### config.mk
export PLATFORM = sky130hd
export DESIGN_NAME = tvd_trap_dispatch
export DESIGN_NICKNAME = d
export VERILOG_FILES = /design/src/tvd_pending_bit.v /design/src/tvd_trap_dispatch.v
export VERILOG_INCLUDE_DIRS = /design/src
export SDC_FILE = /design/constraint.sdc
export NUM_CORES = 1
export LEC_CHECK = 0
export ABC_AREA = 1
export BUFFER_PORTS_ARGS = -buffer_cell sky130_fd_sc_hd__buf_2
export CAP_MARGIN = 5
export CORE_UTILIZATION = 30
export CTS_CLUSTER_SIZE = 8
export DETAILED_ROUTE_END_ITERATION = 12
export GPL_TIMING_DRIVEN = 1
export PLACE_DENSITY = 0.55
export SLEW_MARGIN = 20
export SYNTH_ARGS = -nofsm -noshare
export SYNTH_HDL_FRONTEND = slang
export SYNTH_SLANG_ARGS = --single-unit
### constraint.sdc
create_clock -name mclk -period 1.83 [get_ports mclk]
set_input_delay 0.0915 -clock mclk [delete_from_list [all_inputs] [get_ports mclk]]
set_output_delay 0.0915 -clock mclk [all_outputs]
set_load 0.02 [all_outputs]
### src/tvd_defines.vh
// Constants for the trap and exception dispatch block.
// Contract
// - Power fail traps through 24 and leaves the handler a 2 ms save window.
// - Power restore traps again through 24 to run the power-up routine.
// - A word access at an odd byte address aborts and traps through 4.
// - A bus strobe with no slave reply in time aborts and traps through 4.
// - Illegal or reserved opcodes trap through 10.
// - Trap entry pushes program counter and status word, then loads the vector pair.
// - Interrupt return and trace return pop and restore counter and status word.
// - Emulator call and software call ignore their low byte, left for the handler.
// - Fixed vectors: 000 reserved, 014 breakpoint, 020 io call, 030 emulator, 034 call.
// - Vector 4 also serves register-mode jumps, stack limits, internal address, microbreak.
// - Vector 10 also serves extended function, status moves, absent float ops, user halt.
// - Cache, bus memory and control store parity errors trap through 114.
// - Float exceptions trap through 244; memory management aborts through 250.
`ifndef TVD_DEFINES_VH
`define TVD_DEFINES_VH

`define TVD_VEC_W         9
`define TVD_VEC_RESERVED  9'h000
`define TVD_VEC_CPU_ERR   9'h004
`define TVD_VEC_ILL_INSTR 9'h008
`define TVD_VEC_BREAK     9'h00C
`define TVD_VEC_IO_CALL   9'h010
`define TVD_VEC_POWER     9'h014
`define TVD_VEC_EMULATOR  9'h018
`define TVD_VEC_SW_CALL   9'h01C
`define TVD_VEC_PARITY    9'h04C
`define TVD_VEC_FLOAT     9'h0A4
`define TVD_VEC_MMU       9'h0A8

`define TVD_NSRC          11
`define TVD_SRC_POWER     0
`define TVD_SRC_BUS_ERR   1
`define TVD_SRC_CPU_ERR   2
`define TVD_SRC_MMU       3
`define TVD_SRC_PARITY    4
`define TVD_SRC_ILL_INSTR 5
`define TVD_SRC_FLOAT     6
`define TVD_SRC_SW_TRAP   7
`define TVD_SRC_IO_CALL   8
`define TVD_SRC_BREAK     9
`define TVD_SRC_TRACE     10

`define TVD_IDX_W         4

`define TVD_OP_EMULATOR   8'h88
`define TVD_OP_SW_CALL_HI 8'h89
`define TVD_OP_BREAK      16'h0003
`define TVD_OP_IO_CALL    16'h0004
`define TVD_PSW_TRACE     4

`define TVD_PF_WINDOW_NS  2000000
`define TVD_CLK_NS        4
`define TVD_PF_WINDOW_CYC (`TVD_PF_WINDOW_NS / `TVD_CLK_NS)
`define TVD_PF_CNT_W      20

`define TVD_BUS_TIMEOUT   64
`define TVD_BUS_CNT_W     7

`define TVD_STACK_STEP    16'h0002

`endif

### src/tvd_pending_bit.v
// One sticky pending trap condition, served once and then cleared.
`default_nettype none

module tvd_pending_bit
(
   input  wire mclk,
   input  wire rst,
   input  wire set,
   input  wire clr,
   output wire pend
);

   reg pend_r;

   // A new event in the clearing cycle keeps the bit set so it is not lost.
   always @(posedge mclk)
   begin
      if (rst)
         pend_r <= 1'b0;
      else if (set)
         pend_r <= 1'b1;
      else if (clr)
         pend_r <= 1'b0;
   end

   assign pend = pend_r;

endmodule // tvd_pending_bit

`default_nettype wire

### src/tvd_trap_dispatch.v
// Trap and exception dispatch: detects trap causes, pushes state, loads vectors.
`default_nettype none
`include "tvd_defines.vh"

module tvd_trap_dispatch
#(
   parameter PF_WINDOW_CYC = `TVD_PF_WINDOW_CYC
)
(
   input  wire        mclk,
   input  wire        rst,
   input  wire        power_fail,
   input  wire        power_restored,
   input  wire        word_access,
   input  wire [15:0] access_addr,
   input  wire        bus_strobe,
   input  wire        bus_reply,
   input  wire        instr_valid,
   input  wire [15:0] instr_word,
   input  wire        instr_done,
   input  wire        illegal_opcode,
   input  wire        reg_mode_jump,
   input  wire        stack_limit,
   input  wire        bad_internal_addr,
   input  wire        microbreak,
   input  wire        ext_func_no_ucs,
   input  wire        status_move_unsup,
   input  wire        float_op_absent,
   input  wire        user_halt,
   input  wire        cache_parity_err,
   input  wire        bus_parity_err,
   input  wire        cs_parity_err,
   input  wire        float_exception,
   input  wire        mmu_abort,
   input  wire        return_instr,
   input  wire [15:0] cur_pc,
   input  wire [15:0] processor_status_word,
   input  wire [15:0] cur_sp,
   input  wire        mem_ready,
   input  wire [15:0] mem_rdata,
   output reg         mem_req,
   output reg         mem_write,
   output reg  [15:0] mem_addr,
   output reg  [15:0] mem_wdata,
   output reg         abort_instr,
   output reg         load_pc_psw,
   output reg  [15:0] new_pc,
   output reg  [15:0] new_psw,
   output reg  [15:0] new_sp,
   output wire        trap_busy,
   output reg  [7:0]  trap_argument,
   output reg         pf_window_open
);

   localparam [5:0] ST_IDLE  = 6'h01;
   localparam [5:0] ST_PUSH1 = 6'h02;
   localparam [5:0] ST_PUSH2 = 6'h04;
   localparam [5:0] ST_VEC1  = 6'h08;
   localparam [5:0] ST_VEC2  = 6'h10;
   localparam [5:0] ST_POP   = 6'h20;

   reg  [5:0]                 state_r;
   reg  [5:0]                 state_nxt;
   reg                        pop_second_r;
   reg  [`TVD_VEC_W-1:0]      vec_r;
   reg  [`TVD_IDX_W-1:0]      src_r;
   reg  [15:0]                sp_r;
   reg  [15:0]                saved_pc_r;
   reg  [15:0]                saved_psw_r;
   reg  [`TVD_BUS_CNT_W-1:0]  bus_cnt_r;
   reg  [`TVD_PF_CNT_W-1:0]   pf_cnt_r;
   reg                        trace_armed_r;

   wire [`TVD_NSRC-1:0] set_vec;
   wire [`TVD_NSRC-1:0] pend_vec;
   reg  [`TVD_NSRC-1:0] clr_vec;
   reg  [`TVD_IDX_W-1:0] win_idx;
   reg                  win_any;
   reg  [`TVD_VEC_W-1:0] win_vec;
   integer              i;

   wire odd_word  = word_access & access_addr[0];
   wire bus_tmo   = bus_strobe & ~bus_reply & (bus_cnt_r == `TVD_BUS_TIMEOUT);
   // Only the high byte decides the emulator and software-call opcodes; the low byte is the argument.
   wire is_emu    = instr_valid & (instr_word[15:8] == `TVD_OP_EMULATOR);
   wire is_swc    = instr_valid & (instr_word[15:8] == `TVD_OP_SW_CALL_HI);
   wire is_brk    = instr_valid & (instr_word == `TVD_OP_BREAK);
   wire is_ioc    = instr_valid & (instr_word == `TVD_OP_IO_CALL);

   assign set_vec[`TVD_SRC_POWER]     = power_fail | power_restored;
   assign set_vec[`TVD_SRC_BUS_ERR]   = odd_word | bus_tmo;
   assign set_vec[`TVD_SRC_CPU_ERR]   = reg_mode_jump | stack_limit | bad_internal_addr
                                        | microbreak;
   assign set_vec[`TVD_SRC_MMU]       = mmu_abort;
   assign set_vec[`TVD_SRC_PARITY]    = cache_parity_err | bus_parity_err | cs_parity_err;
   assign set_vec[`TVD_SRC_ILL_INSTR] = illegal_opcode | ext_func_no_ucs | status_move_unsup
                                        | float_op_absent | user_halt;
   assign set_vec[`TVD_SRC_FLOAT]     = float_exception;
   assign set_vec[`TVD_SRC_SW_TRAP]   = is_emu | is_swc;
   assign set_vec[`TVD_SRC_IO_CALL]   = is_ioc;
   assign set_vec[`TVD_SRC_BREAK]     = is_brk;
   assign set_vec[`TVD_SRC_TRACE]     = instr_done & trace_armed_r;

   genvar g;
   generate
      for (g = 0; g < `TVD_NSRC; g = g + 1)
      begin : g_pend
         tvd_pending_bit u_pend
         (
            .mclk (mclk),
            .rst  (rst),
            .set  (set_vec[g]),
            .clr  (clr_vec[g]),
            .pend (pend_vec[g])
         );
      end
   endgenerate

   // Lowest index wins: power, then bus errors, down to trace last.
   always @*
   begin
      win_idx = {`TVD_IDX_W{1'b0}};
      win_any = 1'b0;
      for (i = `TVD_NSRC - 1; i >= 0; i = i - 1)
      begin
         if (pend_vec[i])
         begin
            win_idx = i[`TVD_IDX_W-1:0];
            win_any = 1'b1;
         end
      end
   end

   // The emulator and software-call pair share one pending bit; the vector is picked later.
   reg sw_is_call_r;

   always @*
   begin
      case (win_idx)
         `TVD_SRC_POWER:     win_vec = `TVD_VEC_POWER;
         `TVD_SRC_BUS_ERR:   win_vec = `TVD_VEC_CPU_ERR;
         `TVD_SRC_CPU_ERR:   win_vec = `TVD_VEC_CPU_ERR;
         `TVD_SRC_MMU:       win_vec = `TVD_VEC_MMU;
         `TVD_SRC_PARITY:    win_vec = `TVD_VEC_PARITY;
         `TVD_SRC_ILL_INSTR: win_vec = `TVD_VEC_ILL_INSTR;
         `TVD_SRC_FLOAT:     win_vec = `TVD_VEC_FLOAT;
         `TVD_SRC_SW_TRAP:   win_vec = sw_is_call_r ? `TVD_VEC_SW_CALL
                                                    : `TVD_VEC_EMULATOR;
         `TVD_SRC_IO_CALL:   win_vec = `TVD_VEC_IO_CALL;
         `TVD_SRC_BREAK:     win_vec = `TVD_VEC_BREAK;
         `TVD_SRC_TRACE:     win_vec = `TVD_VEC_BREAK;
         default:            win_vec = `TVD_VEC_RESERVED;
      endcase
   end

   wire take_trap = (state_r == ST_IDLE) & win_any;
   wire take_ret  = (state_r == ST_IDLE) & ~win_any & return_instr;

   always @*
   begin
      clr_vec   = {`TVD_NSRC{1'b0}};
      state_nxt = state_r;
      case (state_r)
         ST_IDLE:
         begin
            if (take_trap)
            begin
               state_nxt = ST_PUSH1;
               clr_vec[win_idx] = 1'b1;
            end
            else if (take_ret)
               state_nxt = ST_POP;
         end
         ST_PUSH1: if (mem_ready) state_nxt = ST_PUSH2;
         ST_PUSH2: if (mem_ready) state_nxt = ST_VEC1;
         ST_VEC1:  if (mem_ready) state_nxt = ST_VEC2;
         ST_VEC2:  if (mem_ready) state_nxt = ST_IDLE;
         ST_POP:   if (mem_ready & pop_second_r) state_nxt = ST_IDLE;
         default:  state_nxt = ST_IDLE;
      endcase
   end

   // Memory command follows the state; status word goes first so the counter is on top.
   always @*
   begin
      mem_req   = 1'b0;
      mem_write = 1'b0;
      mem_addr  = 16'h0000;
      mem_wdata = 16'h0000;
      case (state_r)
         ST_PUSH1:
         begin
            mem_req   = 1'b1;
            mem_write = 1'b1;
            mem_addr  = sp_r - `TVD_STACK_STEP;
            mem_wdata = saved_psw_r;
         end
         ST_PUSH2:
         begin
            mem_req   = 1'b1;
            mem_write = 1'b1;
            mem_addr  = sp_r - `TVD_STACK_STEP;
            mem_wdata = saved_pc_r;
         end
         ST_VEC1:
         begin
            mem_req  = 1'b1;
            mem_addr = {7'h00, vec_r};
         end
         ST_VEC2:
         begin
            mem_req  = 1'b1;
            mem_addr = {7'h00, vec_r} + `TVD_STACK_STEP;
         end
         ST_POP:
         begin
            mem_req  = 1'b1;
            mem_addr = sp_r;
         end
         default: mem_req = 1'b0;
      endcase
   end

   assign trap_busy = (state_r != ST_IDLE);

   always @(posedge mclk)
   begin
      if (rst)
      begin
         state_r       <= ST_IDLE;
         pop_second_r  <= 1'b0;
         vec_r         <= `TVD_VEC_RESERVED;
         src_r         <= {`TVD_IDX_W{1'b0}};
         sp_r          <= 16'h0000;
         saved_pc_r    <= 16'h0000;
         saved_psw_r   <= 16'h0000;
         sw_is_call_r  <= 1'b0;
         trap_argument <= 8'h00;
         abort_instr   <= 1'b0;
         load_pc_psw   <= 1'b0;
         new_pc        <= 16'h0000;
         new_psw       <= 16'h0000;
         new_sp        <= 16'h0000;
         trace_armed_r <= 1'b0;
      end
      else
      begin
         state_r     <= state_nxt;
         abort_instr <= 1'b0;
         load_pc_psw <= 1'b0;
         // Trace arms from the status word held at the start of the instruction.
         if (instr_valid)
            trace_armed_r <= processor_status_word[`TVD_PSW_TRACE];
         // A call arriving as the previous one is taken must still record its own argument.
         if ((is_emu | is_swc) & (~pend_vec[`TVD_SRC_SW_TRAP] | clr_vec[`TVD_SRC_SW_TRAP]))
         begin
            sw_is_call_r  <= is_swc;
            trap_argument <= instr_word[7:0];
         end
         if (take_trap)
         begin
            vec_r       <= win_vec;
            src_r       <= win_idx;
            sp_r        <= cur_sp;
            saved_pc_r  <= cur_pc;
            saved_psw_r <= processor_status_word;
            abort_instr <= (win_idx == `TVD_SRC_BUS_ERR);
         end
         if (take_ret)
         begin
            sp_r         <= cur_sp;
            pop_second_r <= 1'b0;
         end
         if (mem_ready)
         begin
            case (state_r)
               ST_PUSH1: sp_r <= sp_r - `TVD_STACK_STEP;
               ST_PUSH2: sp_r <= sp_r - `TVD_STACK_STEP;
               ST_VEC1:  new_pc <= mem_rdata;
               ST_VEC2:
               begin
                  new_psw     <= mem_rdata;
                  new_sp      <= sp_r;
                  load_pc_psw <= 1'b1;
               end
               ST_POP:
               begin
                  sp_r         <= sp_r + `TVD_STACK_STEP;
                  pop_second_r <= 1'b1;
                  if (pop_second_r)
                  begin
                     new_psw     <= mem_rdata;
                     new_sp      <= sp_r + `TVD_STACK_STEP;
                     load_pc_psw <= 1'b1;
                  end
                  else
                     new_pc <= mem_rdata;
               end
               default: ;
            endcase
         end
      end
   end

   // Bus timeout counter; it parks one past the limit so a held strobe traps only once.
   always @(posedge mclk)
   begin
      if (rst | ~bus_strobe | bus_reply)
         bus_cnt_r <= {`TVD_BUS_CNT_W{1'b0}};
      else if (bus_cnt_r <= `TVD_BUS_TIMEOUT)
         bus_cnt_r <= bus_cnt_r + 1'b1;
   end

   // Save window after power fail; software must halt before it closes.
   always @(posedge mclk)
   begin
      if (rst)
      begin
         pf_cnt_r       <= {`TVD_PF_CNT_W{1'b0}};
         pf_window_open <= 1'b0;
      end
      else if (power_fail)
      begin
         pf_cnt_r       <= PF_WINDOW_CYC[`TVD_PF_CNT_W-1:0];
         pf_window_open <= 1'b1;
      end
      else if (pf_cnt_r != {`TVD_PF_CNT_W{1'b0}})
      begin
         pf_cnt_r       <= pf_cnt_r - 1'b1;
         pf_window_open <= (pf_cnt_r != {{(`TVD_PF_CNT_W-1){1'b0}}, 1'b1});
      end
      else
         pf_window_open <= 1'b0;
   end

endmodule // tvd_trap_dispatch

`default_nettype wire

==> results of run 1 <==
## report_power, final
| part | internal (W) | switching (W) | total (W) |
|---|---|---|---|
| combinational | 0.00309 | 0.00388 | 0.00697 |
| clock | 0.00213 | 0.00147 | 0.00360 |
| sequential | 0.00415 | 0.000564 | 0.00472 |
| total | 0.00937 | 0.00592 | 0.0153 |
## routing by layer
| metal | global-route usage | vias to the layer above | wire length (microns) |
|---|---|---|---|
| met2 | 0.332 | 286 | 14700 |
| li1 | - | 4452 | - |
| met3 | 0.0301 | 65 | 1360 |
| met5 | 0 | - | 0 |
| met1 | 0.251 | 4318 | 12400 |
| met4 | 0.0605 | 0 | 742 |
## synth_stat cells (all sizes together)
library cell  count
or2               5
buf              22
inv             109
nand4            14
a211oi            4
o21ai           133
dfxtp           159
nor3             23
xor2              5
a21oi            96
o31ai             2
a22oi             1
nor4              9
a21o              1
ha                9
nand3            50
clkbuf           27
o21bai            1
nor2            190
a31oi            11
o211ai           22
o21a              3
clkinv            3
a22o             16
nand2           169
nor3b             2
## final cells by class
type,count,area [sq um]
timing repair inverter,4,33.8
sequential,159,3230
timing repair buffer,431,3610
tap,330,413
clock inverter,7,103
fill,2298,12000
multi-input combinational,767,4860
inverter,112,475
clock buffer,24,482
## metrics by stage
| step | instance area [sq um] | std cells | total power, W | setup TNS, ps | worst slack (ps) |
|---|---|---|---|---|---|
| 2_1_floorplan | 7710 | 1086 | 0.00764 | -189 | -37.8 |
| 6_report | 13200 | 1834 | 0.0153 | -7180 | -276 |
| 3_5_place_dp | 9390 | 1630 | 0.00917 | -254 | -70.4 |
| 5_1_grt | 13200 | 1834 | 0.0161 | -14040 | -412 |
| 4_1_cts | 11600 | 1781 | 0.0136 | -2540 | -335 |
| 3_3_place_gp | 9390 | 1630 | 0.00912 | -137 | -54.3 |
## cell usage in the layout, fill, tap and decap left out, types with 53 or more instances in the layout
cell type and count:
sky130_fd_sc_hd__nand2_1 137, sky130_fd_sc_hd__dfxtp_1 130, sky130_fd_sc_hd__o21ai_0 53, sky130_fd_sc_hd__buf_6 64, sky130_fd_sc_hd__buf_4 96, sky130_fd_sc_hd__a21oi_1 79, sky130_fd_sc_hd__dlygate4sd3_1 81, sky130_fd_sc_hd__buf_2 166
sky130_fd_sc_hd__nor2_1 148, sky130_fd_sc_hd__inv_1 88
## cells by family (layout without fill, tap and decap cells)
| logic type | Yosys count | after routing | synth area share |
|---|---|---|---|
| compound gates | 290 | 290 | 0.212 |
| buf+inv | 161 | 578 | 0.0872 |
| flops | 159 | 159 | 0.413 |
| xor+xnor | 5 | 5 | 0.00568 |
| simple gates | 462 | 463 | 0.268 |
| fa+ha+maj | 9 | 9 | 0.0146 |
## registers in the layout, summed over array words and instances, names as in the netlist, 5 cells and up
| name | cells |
|---|---|
| bus_cnt_r | 7 |
| g_pend.u_pend.pend | 11 |
| saved_pc_r | 16 |
| pf_cnt_r | 20 |
| trap_argument | 8 |
| new_pc | 16 |
| sp_r | 16 |
| vec_r | 5 |
| saved_psw_r | 16 |
| state_r | 6 |
| new_psw | 16 |
| new_sp | 16 |
## critical path: cells and delay by family, from the launching register on
| family | cells | cell delay (ps) |
|---|---|---|
| AND/OR/NAND/NOR | 6 | 670 |
| buffers and inverters | 2 | 260 |
| flip-flops | 1 | 340 |
| AO/OA/AOI/OAI | 3 | 310 |
## final timing paths
kind / endpoint / slack [ps] / depth (start not counted)
min reg2reg: new_pc[3] / 440 / 2
min: sp_r[14] / -4 / 3
max: mem_addr[14] / -280 / 11
max reg2reg: state_r[0] / -150 / 14
## timing repair
item,4_1_cts,5_1_grt
gates cloned,5,12
hold buffers,81,0
pin swaps,21,91
setup buffers,35,46
hold endpoints to repair,90,0
setup endpoints to repair,61,152
resized for setup,123,348
==> impl_metrics.ini, run 1 <==
[run_status]
status = complete, but fails checks
violations = negative hold slack, negative setup slack

[worst_setup_path]
path_class = register to primary output
cp_startpoint_kind = register
worstPathCellList = buf_6 -> nor2_4 -> nand2_4 -> nor2_4 -> nand2_4 -> nor3_4 -> nand3_2 -> a21oi_2 -> o21ai_2 -> o21ai_2 -> buf_6
cp-end-kind = primary output
rr_startpoint = state_r[1]
cp_startpoint = sp_r[2]
critical-path-slowest-cell = sky130_fd_sc_hd__dfxtp_2
worst-endpoint-arrival_ps = 2010
required_arrival_time_at_the_worst_endpoint_ps = 1740
cp_max_fo = 4
critical_path.max_stage_delay_ps = 340

[route]
drt_iter0_markers = 693
routed_wirelength_mm = 29.2
dr_total_vias = 9121
postRouteAntennaNets = 0
drc_errors = 0
detail_route.vias_per_cell = 4.97
routed_length_per_placed_instance_microns = 15.9
firstDrtPassIters = 5

[die]
chipWidth_microns = 162
die_h_microns = 162
top_level_ports = 215
die_area_sq_um = 26300
design.core.area_sq_um = 25200
fp-row-count = 58
effective_utilization_at_floorplan = 0.306

[power_and_ir_drop]
power_per_cell_area_nw_per_um2 = 1160
leakage_nw = 5.89
irDropWorstVdd_uv = 630

[finish]
layout.core_utilization = 0.524
antennaDiodeCount = 0
synthToLayoutAreaGrowth_pct = 71.3
nets = 1622
drive_above_1_share = 0.422

[synthesis]
syn-cell-area_sq_um = 7710
synth_seq_area_share = 0.413
ys.warnings.count = 0
postSynthRegisterBits = 159
synthDominantAreaCellType = sky130_fd_sc_hd__dfxtp_1
syn_avg_cell_area_sq_um = 7.10
synth_top_area_frac = 0.413
synthTopCellsByArea = sky130_fd_sc_hd__dfxtp_1 (41%), sky130_fd_sc_hd__nor2_1 (8.6%), sky130_fd_sc_hd__o21ai_0 (8.0%), sky130_fd_sc_hd__nand2_1 (7.7%), sky130_fd_sc_hd__a21oi_1 (6.2%)
netlist-cell-type-count = 46
synth.net_count = 1216
netlist_instances = 1086

[clock_tree]
clock-root-buffer = sky130_fd_sc_hd__clkbuf_16
cts_made_buffers = 17
cts-root-to-sink-buffers = 2
clk_transition_reported_paths_ps = 60
tritoncts = done
clk_latency_ps = 430
total_clock_sinks = 159
ctsHtreeMaxLevel = 4

[global_routing]
grt_antenna_before_repair = 0
largest_net_degree_at_the_start_of_global_routing = 49
grt_pass1_wl_mm = 40.9
grt_overflow_total = 0
vias_in_the_first_global_route = 8051
grt.total_usage = 0.195

[min_path]
holdCritStartpoint = cur_sp[14]
min_path_type = primary input to register

[sta]
setup_viol = 80
final_critical_delay_including_setup_and_external_delays_ps = 2110
post-route-period-util = 1.15
final.hold.worst_slack_ps = -3.70
finalMaxSlewViolations = 0
relSlewSlack = 0.540
timing.final.ws_setup_ps = -276
hold_viol_final = 1
fmaxAchievable_mhz = 475
final.setup_skew_ps = 10.0
worstMarginPinSlew_ps = 690
grt_setup_unrepaired = yes

[placed_design]
detailed_place_hpwl_mm = 17.0
gp_congestion = 0.857
io_buffer_count = 199

[job]
maxCapViolCount = 0
No activity file was read; power rests on OpenSTA's default activity.
==> inputs of run 2 (changes only) <==
--- a/config.mk
+++ b/config.mk
@@ -10,4 +10,5 @@
 export BUFFER_PORTS_ARGS = -buffer_cell sky130_fd_sc_hd__buf_2
 export CAP_MARGIN = 5
+export CORE_MARGIN = 3
 export CORE_UTILIZATION = 30
 export CTS_CLUSTER_SIZE = 8
==> constraint.sdc (replaced) <==
create_clock -name mclk -period 1.83 [get_ports mclk]
set_input_delay 0.366 -clock mclk [delete_from_list [all_inputs] [get_ports mclk]]
set_output_delay 0.366 -clock mclk [all_outputs]
set_load 0.02 [all_outputs]
==> run 2 against run 1 <==
Net effect: cell count shrank 3.2%; utilization shrank 3.2 points; total power decreased by 3.4%; global-route usage fell by 1.3 points; wire length is 4.4% lower; clock-buffer cell count down 5; the flow finishes with violations (negative setup slack); worst setup slack lost 240 ps.
==> impl_metrics.ini, run 2 (same netlist as run 1, synthesis figures left out) <==
[route]
met1Wirelength_mm = 12.0
met2_length_mm = 14.0
routed_length_per_placed_instance_microns = 15.7
firstDrtPassIters = 5
routed_wirelength_mm = 27.9
drc_errors = 0
dr.max_layer_used = met4
dr_total_vias = 8678
detail_route.vias_per_cell = 4.89
postRouteAntennaNets = 0
wl_met3_mm = 1.44
drt_iter0_markers = 623

[clock_tree]
clk_transition_reported_paths_ps = 70
cts_made_buffers = 17
tritoncts = done
clock-root-buffer = sky130_fd_sc_hd__clkbuf_16
total_clock_sinks = 159
ctsHtreeMaxLevel = 4
cts-root-to-sink-buffers = 2
post_cts_hold_buffer_count = 0
clk_latency_ps = 420

[worst_setup_path]
r2r_setup_slack_ps = -170
path_class = register to primary output
cp_max_fo = 4
worst-endpoint-arrival_ps = 1980
cp-end-kind = primary output
required_arrival_time_at_the_worst_endpoint_ps = 1460
cp_startpoint_kind = register

[sta]
setup_tns_ps = -15390
finalMaxSlewViolations = 0
post-route-period-util = 1.28
worstMarginPinSlew_ps = 488
final_critical_delay_including_setup_and_external_delays_ps = 2350
hold_viol_final = 0
final.setup_skew_ps = 11.2
relSlewSlack = 0.674
timing.final.ws_setup_ps = -519
grt_setup_unrepaired = yes
fmaxAchievable_mhz = 426
setup_viol = 91

[finish]
num-fill-cells = 2426
top_register = pf_cnt_r
drive_above_1_share = 0.436
mostFrequentLayoutCell = sky130_fd_sc_hd__buf_2
nets = 1561
largest_reg_flops = 20
mostFrequentLayoutCells = sky130_fd_sc_hd__buf_2 (164), sky130_fd_sc_hd__nor2_1 (148), sky130_fd_sc_hd__dfxtp_1 (143)
synthToLayoutAreaGrowth_pct = 61.3
layout.core_utilization = 0.492

[die]
effective_utilization_at_floorplan = 0.305
design.core.area_sq_um = 25300
die_h_microns = 166
chipWidth_microns = 166
die_area_sq_um = 27700
fp-row-count = 58
top_level_ports = 215

[global_routing]
grt_antenna_before_repair = 1
grt_pass1_wl_mm = 41.3
grt.total_usage = 0.182
largest_net_degree_at_the_start_of_global_routing = 55
vias_in_the_first_global_route = 8035
grt_overflow_total = 0

[power_and_ir_drop]
power_per_cell_area_nw_per_um2 = 1190
leakage_nw = 5.60
irDropWorstVdd_uv = 587

[run_status]
status = complete, but fails checks
violations = negative setup slack

[placed_design]
gp_congestion = 0.881
io_buffer_count = 199
detailed_place_hpwl_mm = 17.4

[job]
maxCapViolCount = 0

[min_path]
min_path_type = primary input to register
==> run 2: cell types whose count changed in the layout (fill, tap and decap cells not counted), moves of 10 or more <==
cell and change:
sky130_fd_sc_hd__o21ai_0 +10, sky130_fd_sc_hd__buf_4 +12, sky130_fd_sc_hd__dlygate4sd3_1 -81, sky130_fd_sc_hd__dfxtp_1 +13, sky130_fd_sc_hd__dfxtp_2 -10, sky130_fd_sc_hd__o21ai_2 -11
==> run 2: cell type report <==
class                           instances  area [sq um]  share of cell area
Clock inverter                         13           126              0.0102
Inverter                              112           470              0.0378
Tap cell                              330           413              0.0332
Timing Repair inverter                  1          5.00            0.000403
Multi-Input combinational cell        768          4680               0.376
Antenna cell                            1          2.50            0.000201
Timing Repair Buffer                  372          3070               0.247
Sequential cell                       159          3210               0.258
Clock buffer                           19           453              0.0364
==> run 2: metal layers <==
metal	vias to the layer above	track usage
li1	4330	-
met1	4070	0.232
met2	242	0.310
met3	36	0.0398
met4	0	0.0520
met5	-	0
==> run 2: critical path: stages, from the launching register on <==
cell and delay (ps):
sky130_fd_sc_hd__dfxtp_4 350, sky130_fd_sc_hd__nor2_4 150, sky130_fd_sc_hd__nand4_1 160, sky130_fd_sc_hd__nand2_2 160, sky130_fd_sc_hd__inv_2 70, sky130_fd_sc_hd__buf_12 140, sky130_fd_sc_hd__a21oi_4 110, sky130_fd_sc_hd__o21ai_2 90
sky130_fd_sc_hd__buf_4 150, sky130_fd_sc_hd__o21ai_4 60, sky130_fd_sc_hd__buf_6 140
==> run 2: timing repair <==
| item | 4_1_cts | 5_1_grt |
|---|---|---|
| pin swaps | 47 | 71 |
| resized for setup | 178 | 228 |
| setup buffers | 47 | 29 |
| gates cloned | 6 | 11 |
| endpoints found under the setup margin | 55 | 122 |
==> run 2: stage by stage <==
stage                     cells  area (sq um)  power, W  worst slack, ps  hold slack (ps)
after floorplan            1086          7770   0.00767             -200              433
after global placement     1667          9740   0.00922             -247              429
after detailed placement   1667          9740   0.00925             -230              433
after CTS                  1745         11400    0.0139             -525              172
after global routing       1775         12400    0.0157             -691              168
final                      1775         12400    0.0148             -519              188
==> run 2: path summary, 6_finish.rpt <==
path                    from                    end  cells past startpoint
setup / recovery  state_r[1]           mem_addr[10]                     10
setup reg to reg  state_r[1]             state_r[3]                     13
hold / removal     mmu_abort  g_pend[3].u_pend.pend                      3
hold reg to reg    new_pc[2]              new_pc[2]                      2
==> run 2: power by group <==
| group | internal (W) | switching [W] | total [W] |
|---|---|---|---|
| sequential | 0.00415 | 0.000490 | 0.00464 |
| clock | 0.00198 | 0.00156 | 0.00354 |
| combinational | 0.00290 | 0.00370 | 0.00659 |
